**config.mk**
```make
export PLATFORM = sky130hd
export DESIGN_NAME = ecl_loader
export DESIGN_NICKNAME = d
export VERILOG_FILES = /design/src/ecl_pkg.sv /design/src/ecl_loader.sv /design/src/ecl_image_mem.sv
export VERILOG_INCLUDE_DIRS = /design/src
export SDC_FILE = /design/constraint.sdc
export NUM_CORES = 1
export LEC_CHECK = 0
export BUFFER_PORTS_ARGS = -buffer_cell sky130_fd_sc_hd__buf_4
export CAP_MARGIN = 25
export CORE_MARGIN = 2
export CORE_UTILIZATION = 44
export CTS_BUF_LIST = sky130_fd_sc_hd__clkbuf_4 sky130_fd_sc_hd__clkbuf_8
export DETAILED_ROUTE_END_ITERATION = 6
export HOLD_SLACK_MARGIN = 0.1
export SLEW_MARGIN = 30
export SYNTH_ARGS = -nofsm -noshare
export SYNTH_HDL_FRONTEND = slang
export SYNTH_HIERARCHICAL = 1
export SYNTH_SLANG_ARGS = --single-unit
```
**constraint.sdc**
```tcl
create_clock -name clk_sys -period 7.3 [get_ports clk_sys]
set_input_delay 1.46 -clock clk_sys [delete_from_list [all_inputs] [get_ports clk_sys]]
set_output_delay 1.46 -clock clk_sys [all_outputs]
set_load 0.005 [all_outputs]
```
**src/ecl_cfg.svh**
```systemverilog
// Constants for the configuration loader: signatures, offsets, serial command layout.
`ifndef ECL_CFG_SVH
`define ECL_CFG_SVH
`define ECL_EE_ADDR_W      9
`define ECL_OTP_ADDR_W     10
`define ECL_EE_SIG_FULL    8'hA5
`define ECL_EE_SIG_MAC     8'hAA
`define ECL_OTP_SIG_LOW    8'hF3
`define ECL_OTP_SIG_HIGH   8'hF7
`define ECL_OTP_BASE_LOW   10'h001
`define ECL_OTP_BASE_HIGH  10'h201
`define ECL_MAC_BYTES      6
`define ECL_IMG_BYTES      64
`define ECL_OP_READ        2'h2
`define ECL_OP_WRITE       2'h1
`define ECL_OP_ERASE       2'h3
`define ECL_CMD_BITS       12
`define ECL_SCK_DIV        4
`endif

```
**src/ecl_pkg.sv**
```systemverilog
// Types shared by the configuration loader files.
package ecl_pkg;
  typedef enum logic [3:0] {
    ST_IDLE   = 4'h0,
    ST_EE_SIG = 4'h1,
    ST_OTP_SIG= 4'h2,
    ST_FETCH  = 4'h3,
    ST_APPLY  = 4'h4,
    ST_DONE   = 4'h5,
    ST_HOST   = 4'h6,
    ST_WAIT   = 4'h7
  } ecl_state_t;
  typedef enum logic [1:0] {
    SRC_NONE = 2'h0,
    SRC_EE   = 2'h1,
    SRC_OTP  = 2'h2
  } ecl_src_t;
endpackage

```
**src/ecl_loader.sv**
```systemverilog
// Reset-time EEPROM/OTP configuration loader with host EEPROM access.
//
// Contract
// RULE1: Serial EEPROM of 256/512 bytes, always nine address bits shifted out.
// RULE2: After system reset load from EEPROM, answer config requests with retry.
// RULE3: Host may read, write and erase EEPROM bytes besides the reset load.
// RULE4: Programmed EEPROM beats OTP, OTP beats defaults.
// RULE5: Auto-load triggered by fundamental, hot, FLR, PM, POR, pin and soft reset.
// RULE6: Reset kind selects PCIe config, system CSRs, or both to program.
// RULE7: Some resets restore from the saved image without rereading memory.
// RULE8: EEPROM byte 0 of A5h or AAh means present and programmed.
// RULE9: EEPROM signature AAh loads only the MAC address.
// RULE10: OTP programmed only when byte 0 is F3h or F7h.
// RULE11: OTP F3h fetches from offset 1, F7h from offset 513.
// RULE12: Programmer keeps F3h images in bytes 0 to 511.
// RULE13: OTP without signature supplies nothing.
// RULE14: OTP has no MAC-only signature; AAh in OTP means unprogrammed.
// RULE15: No signature: finish and leave defaults.
// RULE16: Driver programs station address when nothing is configured.
// RULE17: OTP is 1K, read one byte at a time.
// RULE18: Soft-lite reset does not reload; only a host reload refreshes.
// RULE19: Load-done raised after programming; retry released only after it. The code drops retry in the same cycle that load-done rises.
// RULE20: Each EEPROM byte is a full command: select, opcode, address, data.
`include "ecl_cfg.svh"
module ecl_loader #(
  parameter int IMG_BYTES = `ECL_IMG_BYTES
) (
  input  wire logic        clk_sys,
  input  wire logic        rst,
  input  wire logic        trig_pulse,
  input  wire logic [2:0]  trig_kind,
  input  wire logic        trig_restore,
  input  wire logic        host_req,
  input  wire logic [1:0]  host_op,
  input  wire logic [8:0]  host_addr,
  input  wire logic [7:0]  host_wdata,
  output logic             host_done_r,
  output logic      [7:0]  host_rdata_r,
  input  wire logic        ee_do,
  output logic             ee_cs_r,
  output logic             ee_sck_r,
  output logic             ee_di_r,
  output logic      [9:0]  otp_addr_r,
  output logic             otp_rd_r,
  input  wire logic [7:0]  otp_rdata,
  input  wire logic        otp_rvalid,
  output logic             cfg_wr_r,
  output logic             cfg_pcie_r,
  output logic             cfg_csr_r,
  output logic      [5:0]  cfg_idx_r,
  output logic      [7:0]  cfg_data_r,
  output logic      [1:0]  cfg_src_r,
  output logic             load_done_r,
  output logic             crs_retry_r
);
  localparam int IW = $clog2(IMG_BYTES);

  // The image must hold the station address and still fit the six-bit config index.
  if (IMG_BYTES < `ECL_MAC_BYTES || IMG_BYTES > 64) begin : g_size_check
    $error("IMG_BYTES out of range");
  end

  ecl_pkg::ecl_state_t st_r;
  ecl_pkg::ecl_src_t   src_r;
  logic [1:0]  sel_r;           // Bit 1 programs PCIe config, bit 0 system CSRs.
  logic        img_ok_r;
  logic [9:0]  otp_base_r;
  logic [IW:0] cnt_r;
  logic [IW:0] lim_r;
  logic        byte_go_r;
  logic        byte_ack;
  logic [7:0]  byte_val;
  logic [8:0]  byte_addr;
  logic        rd_pending_r;
  logic [7:0]  img_rdata;
  logic        img_we;
  logic        ee_do_s1_r;
  logic        ee_do_s2_r;

  // Two-stage synchroniser on the serial data pin.
  always_ff @(posedge clk_sys or posedge rst) begin
    if (rst) begin
      ee_do_s1_r <= 1'b0;
      ee_do_s2_r <= 1'b0;
    end else begin
      ee_do_s1_r <= ee_do;
      ee_do_s2_r <= ee_do_s1_r;
    end
  end

  // Serial engine: one complete command per byte, nine address bits always.
  logic [`ECL_CMD_BITS+7:0] sh_r;  // Start, opcode, address, then data.
  logic [4:0]  bit_r;
  logic [1:0]  div_r;
  logic        busy_r;
  logic        ack_r;
  logic [7:0]  rx_r;
  logic [1:0]  op_sel;
  logic [8:0]  addr_sel;
  assign op_sel   = (st_r == ecl_pkg::ST_HOST) ? host_op : `ECL_OP_READ;
  assign addr_sel = (st_r == ecl_pkg::ST_HOST) ? host_addr : byte_addr;
  assign byte_ack = ack_r;
  always_ff @(posedge clk_sys or posedge rst) begin
    if (rst) begin
      sh_r <= '0; bit_r <= 5'h00; div_r <= 2'h0; busy_r <= 1'b0; ack_r <= 1'b0;
      ee_cs_r <= 1'b0; ee_sck_r <= 1'b0; ee_di_r <= 1'b0; rx_r <= 8'h00;
    end else begin
      ack_r <= 1'b0;
      if (!busy_r && byte_go_r && st_r != ecl_pkg::ST_OTP_SIG) begin
        // Start bit, opcode, nine address bits, then data (or don't care).
        sh_r      <= {1'b1, op_sel, addr_sel, host_wdata};  // [RULE1] [RULE20]
        bit_r     <= 5'h00;
        busy_r    <= 1'b1;
        ee_cs_r   <= 1'b1;
        div_r     <= 2'h0;
      end else if (busy_r) begin
        div_r <= div_r + 2'h1;
        if (div_r == 2'h1) begin
          if (bit_r == 5'(`ECL_CMD_BITS + 8)) begin
            // Close only after the twentieth rise, so a write's last data bit is clocked in.
            busy_r   <= 1'b0;
            ack_r    <= 1'b1;
            ee_cs_r  <= 1'b0;
          end else begin
            ee_di_r  <= sh_r[`ECL_CMD_BITS+7];
          end
          ee_sck_r <= 1'b0;
        end else if (div_r == 2'h3) begin
          ee_sck_r <= 1'b1;
          sh_r     <= {sh_r[`ECL_CMD_BITS+6:0], 1'b0};
          if (bit_r >= 5'(`ECL_CMD_BITS)) begin
            rx_r <= {rx_r[6:0], ee_do_s2_r};  // [RULE20]
          end
          bit_r <= bit_r + 5'h01;
        end
      end
    end
  end
  assign byte_val = (src_r == ecl_pkg::SRC_OTP) ? otp_rdata : rx_r;

  // Image memory keeps the last loaded bytes for restore-only resets.
  assign img_we = (st_r == ecl_pkg::ST_FETCH) && (byte_ack || otp_rvalid);
  ecl_image_mem #(.DEPTH(IMG_BYTES)) u_img (
    .clk_sys(clk_sys),
    .we     (img_we),
    .waddr  (cnt_r[IW-1:0]),
    .wdata  (byte_val),
    .raddr  (cnt_r[IW-1:0]),
    .rdata  (img_rdata)
  );
  assign byte_addr = (st_r == ecl_pkg::ST_FETCH) ? 9'(cnt_r) + 9'h001 : 9'h000;

  // Main sequencer: signature checks, source precedence, fetch and apply.
  always_ff @(posedge clk_sys or posedge rst) begin
    if (rst) begin
      st_r <= ecl_pkg::ST_IDLE; src_r <= ecl_pkg::SRC_NONE; sel_r <= 2'h3;
      img_ok_r <= 1'b0; otp_base_r <= 10'h000;
      cnt_r <= '0; lim_r <= '0; byte_go_r <= 1'b0; otp_rd_r <= 1'b0; otp_addr_r <= 10'h000;
      rd_pending_r <= 1'b0; load_done_r <= 1'b0; crs_retry_r <= 1'b1;
      cfg_wr_r <= 1'b0; cfg_idx_r <= 6'h00; cfg_data_r <= 8'h00;
      host_done_r <= 1'b0; host_rdata_r <= 8'h00;
    end else begin
      byte_go_r <= 1'b0; otp_rd_r <= 1'b0; cfg_wr_r <= 1'b0; host_done_r <= 1'b0;
      if (trig_pulse && st_r != ecl_pkg::ST_HOST) begin
        // A system reset outside a host access restarts the load; soft-lite never drives this.  [RULE5] [RULE18]
        sel_r        <= trig_kind[1:0];                                     // [RULE6]
        load_done_r  <= 1'b0;
        crs_retry_r  <= 1'b1;  // Every load holds config requests off.     [RULE2]
        cnt_r        <= '0;
        rd_pending_r <= 1'b0;
        if (trig_restore && img_ok_r) begin
          st_r <= ecl_pkg::ST_APPLY;                                        // [RULE7]
        end else begin
          st_r <= ecl_pkg::ST_EE_SIG;
          src_r <= ecl_pkg::SRC_EE;
          byte_go_r <= 1'b1;
        end
      end else begin
        case (st_r)
          ecl_pkg::ST_IDLE, ecl_pkg::ST_DONE: begin
            if (host_req) begin
              st_r <= ecl_pkg::ST_HOST;                                     // [RULE3]
              src_r <= ecl_pkg::SRC_EE;
              byte_go_r <= 1'b1;
            end
          end
          ecl_pkg::ST_HOST: begin
            if (byte_ack) begin
              host_rdata_r <= rx_r;
              host_done_r <= 1'b1;
              st_r <= ecl_pkg::ST_DONE;
            end
          end
          ecl_pkg::ST_EE_SIG: begin
            if (byte_ack) begin
              if (rx_r == `ECL_EE_SIG_FULL || rx_r == `ECL_EE_SIG_MAC) begin  // [RULE8] [RULE4]
                lim_r <= (rx_r == `ECL_EE_SIG_MAC) ? (IW+1)'(`ECL_MAC_BYTES)    // [RULE9]
                                                   : (IW+1)'(IMG_BYTES);
                st_r <= ecl_pkg::ST_FETCH;
                byte_go_r <= 1'b1;
              end else begin
                src_r <= ecl_pkg::SRC_OTP;
                st_r <= ecl_pkg::ST_OTP_SIG;
                otp_addr_r <= 10'h000;                                        // [RULE17]
                otp_rd_r <= 1'b1;
              end
            end
          end
          ecl_pkg::ST_OTP_SIG: begin
            if (otp_rvalid) begin
              if (otp_rdata == `ECL_OTP_SIG_LOW || otp_rdata == `ECL_OTP_SIG_HIGH) begin // [RULE10]
                otp_base_r <= (otp_rdata == `ECL_OTP_SIG_HIGH) ? `ECL_OTP_BASE_HIGH
                                                                 : `ECL_OTP_BASE_LOW; // [RULE11]
                otp_addr_r <= (otp_rdata == `ECL_OTP_SIG_HIGH) ? `ECL_OTP_BASE_HIGH
                                                                 : `ECL_OTP_BASE_LOW;
                lim_r <= (IW+1)'(IMG_BYTES);  // No MAC-only variant in OTP. [RULE14]
                otp_rd_r <= 1'b1;
                st_r <= ecl_pkg::ST_FETCH;
              end else begin
                src_r <= ecl_pkg::SRC_NONE;                                   // [RULE13] [RULE15]
                st_r <= ecl_pkg::ST_WAIT;
              end
            end
          end
          ecl_pkg::ST_FETCH: begin
            if (byte_ack || otp_rvalid) begin
              cnt_r <= cnt_r + (IW+1)'(1);
              if (cnt_r + (IW+1)'(1) == lim_r) begin
                img_ok_r <= 1'b1;
                cnt_r <= '0;
                st_r <= ecl_pkg::ST_APPLY;
              end else if (src_r == ecl_pkg::SRC_OTP) begin
                otp_addr_r <= otp_base_r + 10'(cnt_r) + 10'h001;
                otp_rd_r <= 1'b1;
              end else begin
                byte_go_r <= 1'b1;
              end
            end
          end
          ecl_pkg::ST_APPLY: begin
            // The read port lags by one cycle; pending marks valid data.
            rd_pending_r <= 1'b1;
            if (rd_pending_r) begin
              cfg_wr_r <= 1'b1;                                               // [RULE6]
              cfg_idx_r <= 6'(cnt_r);
              cfg_data_r <= img_rdata;
              cnt_r <= cnt_r + (IW+1)'(1);
              rd_pending_r <= 1'b0;
              if (cnt_r + (IW+1)'(1) == lim_r) begin
                st_r <= ecl_pkg::ST_WAIT;
              end
            end
          end
          ecl_pkg::ST_WAIT: begin
            load_done_r <= 1'b1;                                              // [RULE19]
            st_r <= ecl_pkg::ST_DONE;
          end
          default: st_r <= ecl_pkg::ST_IDLE;
        endcase
        if (st_r == ecl_pkg::ST_WAIT) begin
          crs_retry_r <= 1'b0;                                                // [RULE2] [RULE19]
        end
      end
    end
  end

  assign cfg_pcie_r = sel_r[1];
  assign cfg_csr_r  = sel_r[0];
  assign cfg_src_r  = src_r;

  // Retry must not drop while the load is still running.
  retry_hold_a: assert property (@(posedge clk_sys) disable iff (rst) // [RULE19]
    $fell(crs_retry_r) |-> load_done_r) else $error("retry released before done");
  // Every accepted trigger puts config requests back on retry and clears done.
  retry_set_a: assert property (@(posedge clk_sys) disable iff (rst) // [RULE2]
    (trig_pulse && st_r != ecl_pkg::ST_HOST) |=> (crs_retry_r && !load_done_r))
    else $error("load started without retry");
  sig_reject_a: assert property (@(posedge clk_sys) disable iff (rst) // [RULE8]
    (st_r == ecl_pkg::ST_EE_SIG && byte_ack && rx_r != `ECL_EE_SIG_FULL
     && rx_r != `ECL_EE_SIG_MAC) |=> st_r == ecl_pkg::ST_OTP_SIG)
    else $error("bad signature accepted");
  // A programmed EEPROM must be used without ever looking at the OTP.
  ee_first_a: assert property (@(posedge clk_sys) disable iff (rst) // [RULE4]
    (st_r == ecl_pkg::ST_EE_SIG && byte_ack && !trig_pulse
     && (rx_r == `ECL_EE_SIG_FULL || rx_r == `ECL_EE_SIG_MAC))
    |=> (st_r == ecl_pkg::ST_FETCH && src_r == ecl_pkg::SRC_EE))
    else $error("eeprom not preferred");
  mac_only_a: assert property (@(posedge clk_sys) disable iff (rst) // [RULE9]
    (st_r == ecl_pkg::ST_EE_SIG && byte_ack && !trig_pulse && rx_r == `ECL_EE_SIG_MAC)
    |=> lim_r == (IW+1)'(`ECL_MAC_BYTES)) else $error("mac-only load too long");
  otp_base_a: assert property (@(posedge clk_sys) disable iff (rst) // [RULE11]
    (st_r == ecl_pkg::ST_OTP_SIG && otp_rvalid && otp_rdata == `ECL_OTP_SIG_HIGH)
    |=> otp_addr_r == `ECL_OTP_BASE_HIGH) else $error("wrong otp base");
  otp_blank_a: assert property (@(posedge clk_sys) disable iff (rst) // [RULE14]
    (st_r == ecl_pkg::ST_OTP_SIG && otp_rvalid && otp_rdata == `ECL_EE_SIG_MAC)
    |=> src_r == ecl_pkg::SRC_NONE) else $error("otp mac-only accepted");
  // A frame is exactly twenty clock periods plus the closing step, then deselects.
  cs_frame_a: assert property (@(posedge clk_sys) disable iff (rst) // [RULE20]
    $rose(ee_cs_r) |-> ##81 ee_cs_r ##1 !ee_cs_r) else $error("serial command wrong length");
endmodule

```
**src/ecl_image_mem.sv**
```systemverilog
// Small image memory holding the last loaded configuration bytes.
module ecl_image_mem #(
  parameter int DEPTH = 64
) (
  input  wire logic                     clk_sys,
  input  wire logic                     we,
  input  wire logic [$clog2(DEPTH)-1:0] waddr,
  input  wire logic [7:0]               wdata,
  input  wire logic [$clog2(DEPTH)-1:0] raddr,
  output logic      [7:0]               rdata
);
  // At least one address bit is needed; a single word would need no address.
  if (DEPTH < 2) begin : g_depth_check
    $error("DEPTH out of range");
  end

  logic [7:0] mem [DEPTH];

  // Registered read keeps the output timing independent of the address path.
  always_ff @(posedge clk_sys) begin
    if (we) begin
      mem[waddr] <= wdata;
    end
    rdata <= mem[raddr];
  end
endmodule

```
# Word-level counts from Yosys, hierarchy flattened
# Memory sizes are Yosys's and may differ from the RTL's. A register that Yosys moved wholly into a read port is not among the register bits.
# Index checks and enable logic that the tools add are counted.
classes:
  addsub: 6
  n_lt_le_gt_ge: 1
  n_eq_ne: 38
  muxes: 102
  n_bitwise: 4
  n_reduce_logical: 36
ops:
  columns: ["cell", "n"]
  rows:
  - ["10-bit two-way mux", 8]
  - ["20-bit two-way mux", 4]
  - ["7-bit two-way mux", 9]
  - ["1-bit two-way mux", 46]
  - ["4-bit two-way mux", 9]
  - ["8-bit equality test (second input constant)", 4]
  - ["10-bit case mux with 3 select lines", 1]
  - ["4-bit case mux with 7 select lines", 1]
  - ["7-bit case mux with 2 select lines", 2]
  - ["3-bit inequality test (second input constant)", 7]
  - ["2-bit two-way mux", 10]
  - ["5-bit two-way mux", 4]
  - ["3-bit AND reduction", 6]
  - ["4-bit by 3-bit equality test with 1-bit output (second input constant)", 4]
  - ["8-bit two-way mux", 2]
  - ["2-bit inequality test (second input constant)", 8]
  - ["2-bit nonzero test", 8]
  - ["4-bit AND reduction", 3]
  - ["10-bit by 1-bit adder with 10-bit output (second input constant)", 1]
  - ["10-bit by 7-bit adder with 10-bit output", 1]
  - ["9-bit two-way mux", 1]
  - ["9-bit AND reduction", 1]
  - ["7-bit by 1-bit adder with 8-bit output (second input constant)", 1]
  - ["4-bit by 2-bit equality test with 1-bit output (second input constant)", 2]
  - ["29 further kinds", 44]
word_totals:
  regBits: 114
  ramBits: 512
  inputBits: 37
  out_inout_bits: 44
  wordCells: 217
  memories: 1
memory_table:
  columns: ["name", "depth", "word_bits", "rd", "rd_clocked_by_memory_dff", "wr", "line_no", "source"]
  rows:
  - ["u_img.mem", 64, 8, 1, 1, 1, "ecl_image_mem.sv:17", "logic [7:0] mem [DEPTH];"]

# Depth between registers and ports, before layout
depth:
  ltp_word: 6
  ltp_mapped: 9
  depth_no_buf: 8

# Hierarchy
# Netlist, hierarchy kept.
by_module_without_submodules:
  columns: ["module", "n_inst", "cells_each", "area_each_um2", "seq_area_each_um2"]
  rows:
  - ["ecl_image_mem", 1, 972, 20190.6, 15534.9]
  - ["ecl_loader", 1, 486, 5062.4, 2481.1]

# Worst setup path before layout
# No wires, ideal clock.
synth_path:
  kind: "input-to-reg"
  start: "input port otp_rvalid"
  end: "memory u_img.mem[33][0], enable pin"
  setup_ps: 370
  arrival_ps: 2740
  required_time_ps: 6930
  slack_ps: 4190
  cell_stages: 6
  n_path_buf: 1
  path_cell_list: "o21ai_0 -> inv_1 -> nand2_1 -> or3_1 -> clkbuf_1 -> nor2_1"
synth_between:
  elab_chain_len: 4
synth_rtl:
  columns: ["item", "line_no", "source"]
  rows:
  - ["start: declaration", "ecl_loader.sv:46", "input wire logic otp_rvalid,"]
  - ["1-bit logical OR", "ecl_loader.sv:142", "assign img_we = (st_r == ecl_pkg::ST_FETCH) && (byte_ack || otp_rvalid);"]
  - ["1-bit logical AND", "ecl_loader.sv:142", null]
  - ["net img_we", "ecl_loader.sv:76", "logic img_we;"]
  - ["1-bit two-way mux", "ecl_image_mem.sv:21", "if (we) begin"]
  - ["1-bit two-way mux (implied by the code)", "ecl_image_mem.sv:22", "mem[waddr] <= wdata;"]
  - ["end: declaration", "ecl_image_mem.sv:17", null]
# The timed path passes the listed nets, and every way through them passes these cells.

# Worst setup path in the final report
layout_path:
  start: "register st_r[0]"
  end: "memory u_img.mem[25][0], enable pin"
layout_between:
  elab_chain_len: 4
layout_rtl:
  columns: ["item", "line_no", "source"]
  rows:
  - ["start: declaration", "ecl_loader.sv:63", "ecl_pkg::ecl_state_t st_r;"]
  - ["start signal: assignment", "ecl_loader.sv:172", "st_r <= ecl_pkg::ST_APPLY;"]
  - ["start signal: assignment", "ecl_loader.sv:174", "st_r <= ecl_pkg::ST_EE_SIG;"]
  - ["start signal: assignment", "ecl_loader.sv:182", "st_r <= ecl_pkg::ST_HOST;"]
  - ["4-bit by 2-bit equality test with 1-bit output", "ecl_loader.sv:142", null]
  - ["1-bit logical AND", "ecl_loader.sv:142", null]
  - ["net img_we", "ecl_loader.sv:76", null]
  - ["1-bit two-way mux", "ecl_image_mem.sv:21", null]
  - ["1-bit two-way mux (implied by the code)", "ecl_image_mem.sv:22", null]
# The timed path passes the listed nets, and every way through them passes these cells.

==> results.yml <==
global_routing:
  grt_usage_pct: 20.0
  antenna_found_initial: 3
  grt_pass1_vias: 13850
  grt-ovfl-total: 0
  grt_pass1_wl_um: 88400
  grt_max_degree: 80
drt:
  totalWireLength_um: 59100
  vias_per_cell: 5.78
  drcViolationCount: 0
  wl_per_cell_um: 24.5
  ant_nets: 0
  vias: 13956
  dr.first_iter.drc_count: 1263
  dr.pass1.iters: 5
floorplanning:
  die_area_um2: 59300
  core_um2: 56600
  initial_core_util_pct: 44.6
  fp.dieW_um: 244
  row_count: 87
  io_pins: 81
  die_h_um: 244
cts:
  clk_path_buf_depth: 3
  cts_hold_buf: 0
  clock_latency_ns: 0.70
  cts_setup_buffers: 0
  ctsResizeCount: 0
  cts_tree: "built"
  cts_root_buf: "clkbuf_8"
  cts.htree.levels: 3
  cts_num_sinks: 619
  clkTransAtPathRegs_ns: 0.06
  numCtsBuffers: 100
timing:
  clock.fmax_ghz: 0.242
  period_share_pct: 56.6
  skew_ns: 0.0327
  finalSetupViolations: 0
  tightest_slew_ns: 0.964
  finalSetupTns_ns: 0
  setup_ws_ns: 3.17
  rsz0062_at_grt: "false"
  hold_slack_ns: 0.343
  min_period_ns: 4.13
  hold_violations: 0
  slew_viol_final: 0
  relSlewSlack_pct: 35.5
synthesis:
  yosysTopAreaCell: "edfxtp_1"
  synthesis.area_um2: 25300
  synthTopCellsByArea: "edfxtp_1 61%, mux4_2 11%, dfrtp_1 9.5%"
  synth-edff-count: 512
  syn_avg_cell_area_um2: 17.3
  syn-num-nets: 1502
  syn-instance-count: 1458
  yosysSeqAreaShare_pct: 71.3
  ys_ff_latch: 619
  synthFlopType: "edfxtp_1"
  ys_async_sr_fraction_pct: 16.0
  ys_types: 79
  netlist.area_leader.share_pct: 60.9
  ys_warn_count: 6
placement:
  place_area_um2: 26500
  placed_cells: 2228
  pre_cts_ws_ns: 3.25
  gp_congestion: 0.825
  port_buffers: 78
  dp_hpwl_um: 36100
final_layout:
  nFillCells: 4724
  stdcell_count: 2413
  nNetsFinal: 1619
  fin_area_um2: 28500
  drive_gt1_share_pct: 28.5
  fin_util_pct: 50.3
  synthToLayoutAreaGrowth_pct: 12.8
worst_setup_path:
  startpoint: "st_r[0]"
  critical_path.max_fanout: 22
  crit_arrival_ns: 4.45
  start_kind: "flip-flop"
  crit_type: "reg -> reg"
  r2r-start: "st_r[0]"
  required_ns: 7.62
  cp-end-kind: "flip-flop"
power:
  ir_drop_uv: 140
  p_leak_nw: 10.1
  p_per_area_nw_per_um2: 284
  p_total_mw: 8.09
job:
  maxCapViolCount: 0
min_path:
  hp-class: "reg -> reg"
  min-delay-start: "ee_do_s1_r"
run_status:
  status: "finished clean"
==> power by group <==
part / total [mW] / internal [mW] / leakage, nW / switching [mW]
combinational: 1.04 / 0.472 / 2.62 / 0.564
sequential: 4.13 / 3.98 / 6.49 / 0.142
clock: 2.93 / 1.58 / 1.04 / 1.35
==> Yosys cell counts, types with 17 or more instances <==
cell and n:
edfxtp_1 512, dfrtp_1 96, nand3_1 39, nand2_1 80, mux4_2 124, a21oi_1 17, buf_2 22, o22ai_1 22
clkbuf_1 34, inv_1 20, a31oi_1 22, o21ai_0 28, mux2i_1 25, nor2_1 130, mux2_2 48
==> sequential cells by signal, indices dropped and copies added, names as in the netlist, 3 cells and up <==
register / flops
sh_r: 20
rx_r: 8
u_img/mem: 512
bit_r: 5
cfg_data_r: 8
host_rdata_r: 8
u_img/rdata: 8
otp_addr_r: 9
st_r: 3
cfg_idx_r: 6
cnt_r: 7
==> cell type report <==
type	count	area (µm²)	area share, %
well taps	756	946	3.32
inverters	23	88.8	0.312
repair buffers	99	753	2.64
multi-input cells	732	6700	23.5
clock buffers	137	1690	5.94
flip-flops and latches	619	18000	63.3
clock inverters	46	278	0.975
diodes	1	2.50	0.00878
==> layout by cell type (no fill, tap or decap), types with 8 or more instances in the layout <==
cell       instances
edfxtp_1         512
nor2_1           126
mux4_2           124
clkbuf_8         106
buf_4             97
dfrtp_1           91
nand2_1           80
mux2_2            48
nand3_1           39
clkbuf_4          31
clkinv_1          29
o21ai_0           28
mux2i_1           25
a31oi_1           22
o22ai_1           22
inv_1             19
a21oi_1           17
nor2b_1           14
a221oi_1          13
o2bb2ai_1         10
or2_2              9
xnor2_1            9
a21o_1             9
nor3_1             9
clkinv_2           9
a22o_1             8
a22oi_1            8
dfxtp_1            8
==> critical path: stages (launching register included) <==
cell and delay, ns:
dfrtp_1 0.81, inv_1 0.30, nor2_2 0.45, o21ai_0 0.30, inv_1 0.43, nand3_1 0.60, nor2_1 0.86
==> final timing paths <==
check | end | cells after the start | slack, ns
worst max-delay path | u_img/mem[25][0] | 6 | 3.17
worst min-delay path | ee_do_s2_r | 0 | 0.34
worst max register to register | u_img/mem[25][0] | 6 | 3.17
worst min register to register | ee_do_s2_r | 0 | 0.34
max in group asynchronous | cnt_r[0] | 3 | 5.26
min in group asynchronous | cfg_data_r[3] | 2 | 0.80
==> metal layers <==
metal  routed length [µm]  part of all wire (%)  global-route usage [%]
met5                    0                     0                       0
met2                28100                    48                    31.4
met1                25100                    42                    28.2
met3                 4540                   7.7                    4.64
met4                 1370                   2.3                    5.81
==> cells by family after synthesis <==
| group | count (synthesis) | share of synthesized area [%] |
|---|---|---|
| AOI/OAI and AO/OA | 176 | 4.92 |
| other | 1 | 0.0148 |
| and+or+nand+nor | 332 | 6.22 |
| muxes | 200 | 14.4 |
| DFF | 619 | 71.3 |
| buffers and inverters | 107 | 2.16 |
| xor gates and xnor gates | 16 | 0.629 |
| adders and majority gates | 7 | 0.347 |
No activity file was read; power rests on OpenSTA's default activity.
